**src/core/spfm_pkg.sv**
```systemverilog
// Constants, pad slot table and helpers for the shared pin function mux
`default_nettype none
package spfm_pkg;

  // ==========================================================================
  // Sizes
  localparam int PAD_COUNT = 58;   // Shared pads, general-purpose lines 0..57
  localparam int PAD_W     = 6;    // Width of a pad index
  localparam int SLOT_N    = 3;    // Peripheral slots per pad besides GPIO
  localparam int SPI_N     = 2;    // SPI controllers with movable data pins
  localparam int SPI_SIG_N = 4;    // din, dout, wp, hold

  // ==========================================================================
  // Function select codes
  localparam logic [1:0] FSEL_GPIO = 2'h0;   // General-purpose function
  localparam logic [1:0] FSEL_PRI  = 2'h1;   // Primary peripheral (slot 0)
  localparam logic [1:0] FSEL_ALT1 = 2'h2;   // First alternate (slot 1)
  localparam logic [1:0] FSEL_ALT2 = 2'h3;   // Second alternate (slot 2)

  // ==========================================================================
  // Fixed pad positions
  localparam int PAD_CAM_LO   = 8;    // Camera pixel data pads 8..11
  localparam int PAD_CAM_HI   = 11;
  localparam int PAD_BOOT     = 0;    // Boot-mode strap pad
  localparam int PAD_USB_DET  = 49;   // Dedicated cable-detect input
  localparam int PAD_SPI_G0   = 37;   // Group 0 runs upward 37..40
  localparam int PAD_SPI_G1   = 46;   // Group 1 runs downward 46..43

  // ==========================================================================
  // Reset and idle values
  localparam logic       SPI_GRP_RESET = 1'b0;      // Both controllers on 37..40
  localparam logic [3:0] SPI_IN_IDLE   = 4'hc;      // wp and hold idle high
  localparam logic       GPIO_IN_IDLE  = 1'b0;
  // Idle input level per pad-slot; active-low selects on pads 25 and 30 idle high
  localparam logic [PAD_COUNT-1:0][SLOT_N-1:0] FN_IN_IDLE =
    (174)'(3'h1) << (3 * 25) | (174)'(3'h1) << (3 * 30);

  // ==========================================================================
  // Reset function of a pad
  function automatic logic [1:0] spfm_reset_fsel(input int p);
    if (p >= PAD_CAM_LO && p <= PAD_CAM_HI)
      return FSEL_PRI;
    return FSEL_GPIO;
  endfunction : spfm_reset_fsel

  // Whether a function code exists on a pad
  function automatic logic spfm_slot_ok(input int p, input logic [1:0] f);
    logic [2:0] ok;
    ok = 3'h1;                                   // Single primary peripheral
    if (p >= 4 && p <= 7)   ok = 3'h7;           // Debug, second UART, PWM
    if (p == 29 || p == 47) ok = 3'h3;
    if (p == 30)            ok = 3'h7;
    if ((p >= 37 && p <= 40) || (p >= 43 && p <= 46)) ok = 3'h7;
    if (p == PAD_USB_DET)   ok = 3'h0;           // Input-only pad
    if (f == FSEL_GPIO)
      return 1'b1;
    return ok[f - 2'h1];
  endfunction : spfm_slot_ok

  // Pad index carrying SPI data signal k in group g
  function automatic logic [PAD_W-1:0] spfm_spi_pad(input logic g, input int k);
    if (g)
      return PAD_W'(PAD_SPI_G1 - k);
    return PAD_W'(PAD_SPI_G0 + k);
  endfunction : spfm_spi_pad

endpackage : spfm_pkg

`default_nettype wire

```
**src/core/spfm_core.sv**
```systemverilog
// Shared pin function mux: routes each pad to GPIO or a peripheral function
`timescale 1ns/1ps
`default_nettype none

module spfm_core
#(
  parameter int NPADS = spfm_pkg::PAD_COUNT
)(
  // Clock and reset
  input  wire logic                                   mclk,
  input  wire logic                                   rst_n,
  // Function select write port
  input  wire logic                                   cfg_wr_en,
  input  wire logic [spfm_pkg::PAD_W-1:0]             cfg_wr_pad,
  input  wire logic [1:0]                             cfg_wr_fsel,
  input  wire logic                                   cfg_spi_wr_en,
  input  wire logic [spfm_pkg::SPI_N-1:0]             cfg_spi_grp,
  // Configuration readback
  output logic [NPADS-1:0][1:0]                       fsel_rd,
  output logic [spfm_pkg::SPI_N-1:0]                  spi_grp_rd,
  output logic                                        cfg_refused,
  // General-purpose controller side
  input  wire logic [NPADS-1:0]                       gpio_out,
  input  wire logic [NPADS-1:0]                       gpio_oe,
  output logic [NPADS-1:0]                            gpio_in,
  // Peripheral slots, three per pad
  input  wire logic [NPADS-1:0][spfm_pkg::SLOT_N-1:0] fn_out,
  input  wire logic [NPADS-1:0][spfm_pkg::SLOT_N-1:0] fn_oe,
  output logic [NPADS-1:0][spfm_pkg::SLOT_N-1:0]      fn_in,
  // SPI data signals (din, dout, wp, hold) per controller
  input  wire logic [spfm_pkg::SPI_N-1:0][3:0]        spi_out,
  input  wire logic [spfm_pkg::SPI_N-1:0][3:0]        spi_oe,
  output logic [spfm_pkg::SPI_N-1:0][3:0]             spi_in,
  // Pads
  input  wire logic [NPADS-1:0]                       pad_in,
  output logic [NPADS-1:0]                            pad_out,
  output logic [NPADS-1:0]                            pad_oe,
  // Status to boot logic and cable detector
  output logic                                        boot_sel,
  output logic                                        boot_sel_valid,
  output logic                                        usb_detect
);

  import spfm_pkg::*;

  // ==========================================================================
  // Elaboration check: the slot table is fixed to the documented pad count
  if (NPADS != PAD_COUNT)
  begin : g_bad_npads
    $error("spfm_core: NPADS must equal the pad table size");
  end

  // ==========================================================================
  // State
  logic [NPADS-1:0][1:0]              fsel_q;
  logic [SPI_N-1:0]                   spi_grp_q;
  logic [NPADS-1:0]                   sync1_q;
  logic [NPADS-1:0]                   sync2_q;
  logic [NPADS-1:0]                   pad_out_d;
  logic [NPADS-1:0]                   pad_oe_d;
  logic [NPADS-1:0]                   gpio_in_d;
  logic [NPADS-1:0][SLOT_N-1:0]       fn_in_d;
  logic [SPI_N-1:0][3:0]              spi_in_d;
  logic                               wr_ok;

  // Write is taken only for an existing pad and a function it really has
  assign wr_ok = (int'(cfg_wr_pad) < NPADS) && spfm_slot_ok(int'(cfg_wr_pad), cfg_wr_fsel);

  // ==========================================================================
  // Function select fields; codes for a slot the pad lacks are refused and the field keeps its value
  always_ff @(posedge mclk)
  begin
    if (!rst_n)
    begin
      for (int p = 0; p < NPADS; p++)
        fsel_q[p] <= spfm_reset_fsel(p);
    end
    else if (cfg_wr_en && wr_ok)
    begin
      fsel_q[cfg_wr_pad] <= cfg_wr_fsel;
    end
  end

  // SPI data group choice per controller
  always_ff @(posedge mclk)
  begin
    if (!rst_n)
      spi_grp_q <= {SPI_N{SPI_GRP_RESET}};
    else if (cfg_spi_wr_en)
      spi_grp_q <= cfg_spi_grp;
  end

  // Refusal flag, one cycle after the rejected write
  always_ff @(posedge mclk)
  begin
    if (!rst_n)
      cfg_refused <= 1'b0;
    else
      cfg_refused <= cfg_wr_en && !wr_ok;
  end

  // ==========================================================================
  // Pad input synchronisers: pads are asynchronous to mclk
  always_ff @(posedge mclk)
  begin
    if (!rst_n)
    begin
      sync1_q <= '0;
      sync2_q <= '0;
    end
    else
    begin
      sync1_q <= pad_in;
      sync2_q <= sync1_q;
    end
  end

  // ==========================================================================
  // Output path: the owner selected by the field drives the pad
  always_comb
  begin
    logic [PAD_W-1:0] sp;
    sp = '0;
    for (int p = 0; p < NPADS; p++)
    begin
      if (fsel_q[p] == FSEL_GPIO)
      begin
        pad_out_d[p] = gpio_out[p];
        pad_oe_d[p]  = gpio_oe[p];
      end
      else
      begin
        pad_out_d[p] = fn_out[p][fsel_q[p] - 2'h1];
        pad_oe_d[p]  = fn_oe[p][fsel_q[p] - 2'h1];
      end
    end
    // SPI data pads take the controller's own lines, only in its chosen group
    for (int g = 0; g < 2; g++)
    begin
      for (int k = 0; k < SPI_SIG_N; k++)
      begin
        sp = spfm_spi_pad(g[0], k);
        if (fsel_q[sp] == FSEL_ALT1 || fsel_q[sp] == FSEL_ALT2)
        begin
          if (spi_grp_q[fsel_q[sp][0]] == g[0])
          begin
            pad_out_d[sp] = spi_out[fsel_q[sp][0]][k];
            pad_oe_d[sp]  = spi_oe[fsel_q[sp][0]][k];
          end
          else
          begin
            pad_out_d[sp] = 1'b0;                   // Controller lives in the other group
            pad_oe_d[sp]  = 1'b0;
          end
        end
      end
    end
    pad_oe_d[PAD_USB_DET] = 1'b0;
  end

  // ==========================================================================
  // Input path: the selected slot sees the pad, others see idle; on SPI data pads its SPI controller sees it too, only in its chosen group
  always_comb
  begin
    logic [PAD_W-1:0] sp;
    sp = '0;
    for (int p = 0; p < NPADS; p++)
    begin
      gpio_in_d[p] = (fsel_q[p] == FSEL_GPIO) ? sync2_q[p] : GPIO_IN_IDLE;
      for (int s = 0; s < SLOT_N; s++)
        fn_in_d[p][s] = (fsel_q[p] == 2'(s + 1)) ? sync2_q[p] : FN_IN_IDLE[p][s];
    end
    for (int c = 0; c < SPI_N; c++)
    begin
      for (int k = 0; k < SPI_SIG_N; k++)
      begin
        sp = spfm_spi_pad(spi_grp_q[c], k);
        if (fsel_q[sp] == 2'(c + 2))
          spi_in_d[c][k] = sync2_q[sp];
        else
          spi_in_d[c][k] = SPI_IN_IDLE[k];
      end
    end
  end

  // ==========================================================================
  // Registered outputs; pads stay undriven during reset
  always_ff @(posedge mclk)
  begin
    if (!rst_n)
    begin
      pad_out <= '0;
      pad_oe  <= '0;
      gpio_in <= '0;
      fn_in   <= FN_IN_IDLE;
      spi_in  <= {SPI_N{SPI_IN_IDLE}};
    end
    else
    begin
      pad_out <= pad_out_d;
      pad_oe  <= pad_oe_d;
      gpio_in <= gpio_in_d;
      fn_in   <= fn_in_d;
      spi_in  <= spi_in_d;
    end
  end

  // Readback and status copies
  always_ff @(posedge mclk)
  begin
    if (!rst_n)
    begin
      fsel_rd        <= '0;
      spi_grp_rd     <= '0;
      boot_sel       <= 1'b0;
      boot_sel_valid <= 1'b0;
      usb_detect     <= 1'b0;
    end
    else
    begin
      fsel_rd        <= fsel_q;
      spi_grp_rd     <= spi_grp_q;
      boot_sel       <= sync2_q[PAD_BOOT];
      boot_sel_valid <= (fsel_q[PAD_BOOT] == FSEL_GPIO);
      usb_detect     <= sync2_q[PAD_USB_DET];
    end
  end

endmodule : spfm_core

`default_nettype wire

```
**config.mk**
```make
export PLATFORM = sky130hd
export DESIGN_NAME = spfm_core
export DESIGN_NICKNAME = d
export VERILOG_FILES = /design/src/core/spfm_pkg.sv /design/src/core/spfm_core.sv
export SDC_FILE = /design/constraint.sdc
export NUM_CORES = 1
export LEC_CHECK = 0
export ABC_CLOCK_PERIOD_IN_PS = 8200
export BUFFER_PORTS_ARGS = -buffer_cell sky130_fd_sc_hd__buf_2
export CORE_AREA = 3 3 396 398
export DETAILED_ROUTE_END_ITERATION = 8
export DIE_AREA = 0 0 399 401
export SLEW_MARGIN = 20
export SYNTH_ARGS = -nofsm -noshare
export SYNTH_HDL_FRONTEND = slang
export SYNTH_SLANG_ARGS = --single-unit
export TNS_END_PERCENT = 50
```
**constraint.sdc**
```tcl
create_clock -name mclk -period 8.2 [get_ports mclk]
set_input_delay 1.64 -clock mclk [delete_from_list [all_inputs] [get_ports mclk]]
set_output_delay 1.64 -clock mclk [all_outputs]
set_load 0.02 [all_outputs]
```
==> impl_metrics.toml <==
[status]
run_status = "complete, no violations"

[floorplanning]
die_area_um2 = 160000
fp-row-count = 144
core_area_um2 = 153700
start_util = 0.1819
top_ports = 1030
fp.dieW_um = 399
floorplan.die.height_um = 401

[clocking]
ctsResizeCount = 0
clk_latency_ns = 0.68
root_driver = "sky130_fd_sc_hd__clkbuf_16"
cts_buffers = 88
post_cts_buffers = 0
cts_tree = "built"
cts.path.max_buffers = 3
htree_levels = 3
cts_hold_buffers = 0
clk_pin_slew_ns = 0.06
clkSinkCount = 711

[setup_path]
crit_end = "fsel_q[20]$_SDFFCE_PN1P_"
worst-r2r-setup-slack_ns = 4.89
critical_path_class = "input port to flop"
worst_r2r_path_depth = 7
cp_max_fo = 23
timing.rr.start = "fsel_q[92]$_SDFFE_PN0P_"
cp-start-kind = "input port"
cp-startpoint = "cfg_wr_fsel[0]"
timing.critical_path.mode_cell = "sky130_fd_sc_hd__nand2_1"
worstReg2RegEnd = "pad_out[46]$_SDFF_PN0_"
critical_path.max_stage_delay_ns = 0.54
crit_chain = "buf_2 -> inv_1 -> ha_1 -> or4bb_1 -> o21a_2 -> buf_4 -> and2_1 -> nand2_1 -> nand2_1"
critPathCaptureType = "flop"
timing.critical_path.slowest_stage_cell = "sky130_fd_sc_hd__or4bb_1"
worst-endpoint-required_ns = 8.52
cp_data_arrival_time_ns = 4.49

[sta]
post-route-period-util = 0.5090
achievable-frequency_mhz = 239.6
rsz0062_at_grt = "false"
report.final.slew_viol_count = 0
finalWorstSetupSlack_ns = 4.026
worst_clock_skew_ns = 0.02759
finalSetupViolCount = 0
finalHoldViolations = 0
finalHoldWorstSlack_ns = 0.4195
setup_total_negative_slack_ns = 0
worst_pin_slew_ns = 0.9406
maxSlewHeadroom = 0.3730
fin_crit_ns = 4.174

[synth]
seq_cells_post_synth = 711
synthesis.yosys.warnings = 0
postSynth.asyncResetShare = 0
count_of_flip_flops_with_a_built_in_enable_after_synthesis = 8
synthDistinctLibCells = 57
synth_seq_area_share = 0.5120
postSynth.topFlopCell = "sky130_fd_sc_hd__dfxtp_1"
synth.net_count = 3451
post_synth.cell_area_avg_um2 = 10.49
synth_area_um2 = 27960
synthesis.instances = 2666

[min_path]
timing.hold.worst.class = "flop to flop"

[power_and_ir_drop]
power.ir.vdd_worst_mv = 0.1566
static-leakage-power_nw = 19.38
power_density_nw_per_um2 = 213.5

[detailed_routing]
route.detailed.vias_per_inst = 4.034
drtIter0Drc = 1226
detail_route.wl_per_cell_um = 22.55
antenna_violating_nets_post_route = 0
vias = 23490
drt_first_pass_iters = 5
drc_errors_left = 0
route.final.wire_length_um = 131300

[finish]
drive_gt1_frac = 0.3233
utilization = 0.2507
finalNetCount = 4477
syn_to_final_growth_pct = 37.84

[global_routing]
grt_util_all_layers = 0.1567
via_count_of_the_first_global_routing_pass = 23340
maximum_number_of_pins_on_one_net_before_global_route_repair = 204
global_route.overflow_total = 0
antenna_found_initial = 49
grt_pass1_wl_um = 176900

[placed_design]
post_dp_hpwl_um = 105600
pre_cts_slack_ns = 3.227
port_buffers = 1024
gpl.final_weighted_congestion = 0.9276

[job]
maxCapViolCount = 0
## synthesized netlist by cell type (2+ instances only)
| cell type | number | area (um2) |
|---|---|---|
| sky130_fd_sc_hd__clkbuf_1 | 89 | 334.1 |
| sky130_fd_sc_hd__nor4b_2 | 3 | 45.04 |
| sky130_fd_sc_hd__nand4_1 | 17 | 106.4 |
| sky130_fd_sc_hd__and3_1 | 333 | 2083 |
| sky130_fd_sc_hd__nand3_1 | 36 | 180.2 |
| sky130_fd_sc_hd__o21ai_0 | 61 | 305.3 |
| sky130_fd_sc_hd__edfxtp_1 | 8 | 240.2 |
| sky130_fd_sc_hd__a21oi_1 | 5 | 25.02 |
| sky130_fd_sc_hd__buf_1 | 3 | 11.26 |
| sky130_fd_sc_hd__ha_1 | 233 | 2915 |
| sky130_fd_sc_hd__nand2b_1 | 101 | 631.9 |
| sky130_fd_sc_hd__o22ai_1 | 2 | 12.51 |
| sky130_fd_sc_hd__a32oi_1 | 5 | 43.79 |
| sky130_fd_sc_hd__nand2_1 | 109 | 409.1 |
| sky130_fd_sc_hd__inv_1 | 193 | 724.4 |
| sky130_fd_sc_hd__nand3_2 | 2 | 20.02 |
| sky130_fd_sc_hd__nor4_2 | 4 | 50.05 |
| sky130_fd_sc_hd__a22oi_1 | 9 | 67.56 |
| sky130_fd_sc_hd__nor3b_2 | 2 | 25.02 |
| sky130_fd_sc_hd__or4_1 | 3 | 22.52 |
| sky130_fd_sc_hd__and4_1 | 2 | 17.52 |
| sky130_fd_sc_hd__nor2_1 | 136 | 510.5 |
| sky130_fd_sc_hd__buf_6 | 2 | 22.52 |
| sky130_fd_sc_hd__nor3_1 | 5 | 25.02 |
| sky130_fd_sc_hd__nor2_2 | 5 | 31.28 |
| sky130_fd_sc_hd__and2_1 | 179 | 1120 |
| sky130_fd_sc_hd__o21a_1 | 7 | 52.55 |
| sky130_fd_sc_hd__o31ai_1 | 16 | 120.1 |
| sky130_fd_sc_hd__nand3b_1 | 4 | 30.03 |
| sky130_fd_sc_hd__o311a_1 | 109 | 1091 |
| sky130_fd_sc_hd__and3b_1 | 4 | 35.03 |
| sky130_fd_sc_hd__buf_2 | 13 | 65.06 |
| sky130_fd_sc_hd__a31oi_1 | 10 | 62.56 |
| sky130_fd_sc_hd__nor2b_1 | 14 | 87.58 |
| sky130_fd_sc_hd__a2111oi_0 | 6 | 52.55 |
| sky130_fd_sc_hd__dfxtp_1 | 703 | 14070 |
| sky130_fd_sc_hd__nor3b_1 | 4 | 30.03 |
| sky130_fd_sc_hd__a311oi_1 | 7 | 61.31 |
| sky130_fd_sc_hd__mux2i_1 | 204 | 2042 |
## layer usage
| layer | global-route usage | share of wire | vias up |
|---|---|---|---|
| met5 | 0 | 0.00042 | - |
| met4 | 0.05060 | 0.025 | 8 |
| met3 | 0.03590 | 0.068 | 176 |
| met2 | 0.2696 | 0.49 | 837 |
| met1 | 0.1920 | 0.42 | 11260 |
| li1 | - | - | 11210 |
## flip-flops by register name (all words and copies together), names as in the netlist
| name | cells |
|---|---|
| cfg_refused | 1 |
| gpio_in | 58 |
| pad_out | 58 |
| sync2_q | 58 |
| spi_grp_q | 2 |
| fsel_q | 116 |
| usb_detect | 1 |
| boot_sel | 1 |
| spi_grp_rd | 2 |
| fsel_rd | 116 |
| pad_oe | 57 |
| fn_in | 174 |
| spi_in | 8 |
| boot_sel_valid | 1 |
| sync1_q | 58 |
## cell usage in the layout (no fill, tap or decap), types with 6 or more instances in the layout
master,count
sky130_fd_sc_hd__a2111oi_0,6
sky130_fd_sc_hd__mux2i_1,204
sky130_fd_sc_hd__and3_1,333
sky130_fd_sc_hd__nor2_1,135
sky130_fd_sc_hd__o31ai_1,16
sky130_fd_sc_hd__a311oi_1,7
sky130_fd_sc_hd__nand3_1,36
sky130_fd_sc_hd__clkinvlp_4,7
sky130_fd_sc_hd__clkinv_2,10
sky130_fd_sc_hd__nor2_2,6
sky130_fd_sc_hd__inv_1,193
sky130_fd_sc_hd__buf_4,17
sky130_fd_sc_hd__nand2_1,107
sky130_fd_sc_hd__clkbuf_16,89
sky130_fd_sc_hd__clkbuf_8,14
sky130_fd_sc_hd__o311a_1,109
sky130_fd_sc_hd__o21ai_0,61
sky130_fd_sc_hd__diode_2,17
sky130_fd_sc_hd__nand2b_1,101
sky130_fd_sc_hd__o21a_1,6
sky130_fd_sc_hd__a22oi_1,9
sky130_fd_sc_hd__buf_2,1023
sky130_fd_sc_hd__clkbuf_1,16
sky130_fd_sc_hd__a31oi_1,10
sky130_fd_sc_hd__nor2b_1,14
sky130_fd_sc_hd__bufinv_16,8
sky130_fd_sc_hd__ha_1,233
sky130_fd_sc_hd__nand4_1,17
sky130_fd_sc_hd__dfxtp_1,703
sky130_fd_sc_hd__edfxtp_1,8
sky130_fd_sc_hd__and2_1,179
## worst max-delay path, delay by kind of cell
family	cells	cell delay [ns]
AO/OA/AOI/OAI	1	0.41
adder cells (fa/ha/maj)	1	0.30
buffers and inverters	3	0.94
AND/OR/NAND/NOR	4	1.15
## cell families after synthesis
kind of cell / after synthesis / synth area share
adder cells (fa/ha/maj): 233 / 0.1043
buffers and inverters: 301 / 0.04167
multiplexers: 205 / 0.07344
other: 1 / 0.0001341
AND/OR/NAND/NOR: 970 / 0.1979
AO/OA/AOI/OAI: 245 / 0.07058
flip-flops: 711 / 0.5120
## how the worst min path moves through the flow
stage | from | endpoint | slack, ns | depth (start not counted)
after floorplan | sync1_q[0]$_SDFF_PN0_ | sync2_q[0]$_SDFF_PN0_ | 0.41 | 1
after global placement | sync1_q[23]$_SDFF_PN0_ | sync2_q[23]$_SDFF_PN0_ | 0.41 | 1
after detailed placement | sync1_q[23]$_SDFF_PN0_ | sync2_q[23]$_SDFF_PN0_ | 0.42 | 1
after CTS | sync1_q[33]$_SDFF_PN0_ | sync2_q[33]$_SDFF_PN0_ | 0.43 | 1
after global routing | sync1_q[17]$_SDFF_PN0_ | sync2_q[17]$_SDFF_PN0_ | 0.44 | 1
final | sync1_q[39]$_SDFF_PN0_ | sync2_q[39]$_SDFF_PN0_ | 0.42 | 1
## report_power, final
group	internal, mW	total (mW)	switching (mW)	leakage, nW
registers	3.54	3.59	0.0445	5.81
clock network	2.40	4.05	1.65	1.46
logic	0.235	0.591	0.356	12.1
## cell type report
| cell class | instances | area [um2] |
|---|---|---|
| diodes | 17 | 42.54 |
| clock buffers | 119 | 2480 |
| clock inverters | 40 | 555.5 |
| fillers | 16520 | 115200 |
| inverters | 193 | 724.4 |
| multi-input cells | 1654 | 12540 |
| flip-flops and latches | 711 | 14310 |
| well taps | 2044 | 2557 |
| repair buffers | 1044 | 5323 |
## through the flow
step	power, mW	std cells	instance area, um2
after CTS	8.397	5805	38490
after floorplan	3.916	2666	27960
after global routing	8.570	5811	38510
after global placement	4.261	5646	35450
final	8.228	5822	38540
after detailed placement	4.267	5646	35460
No activity file was read; power rests on OpenSTA's default activity.
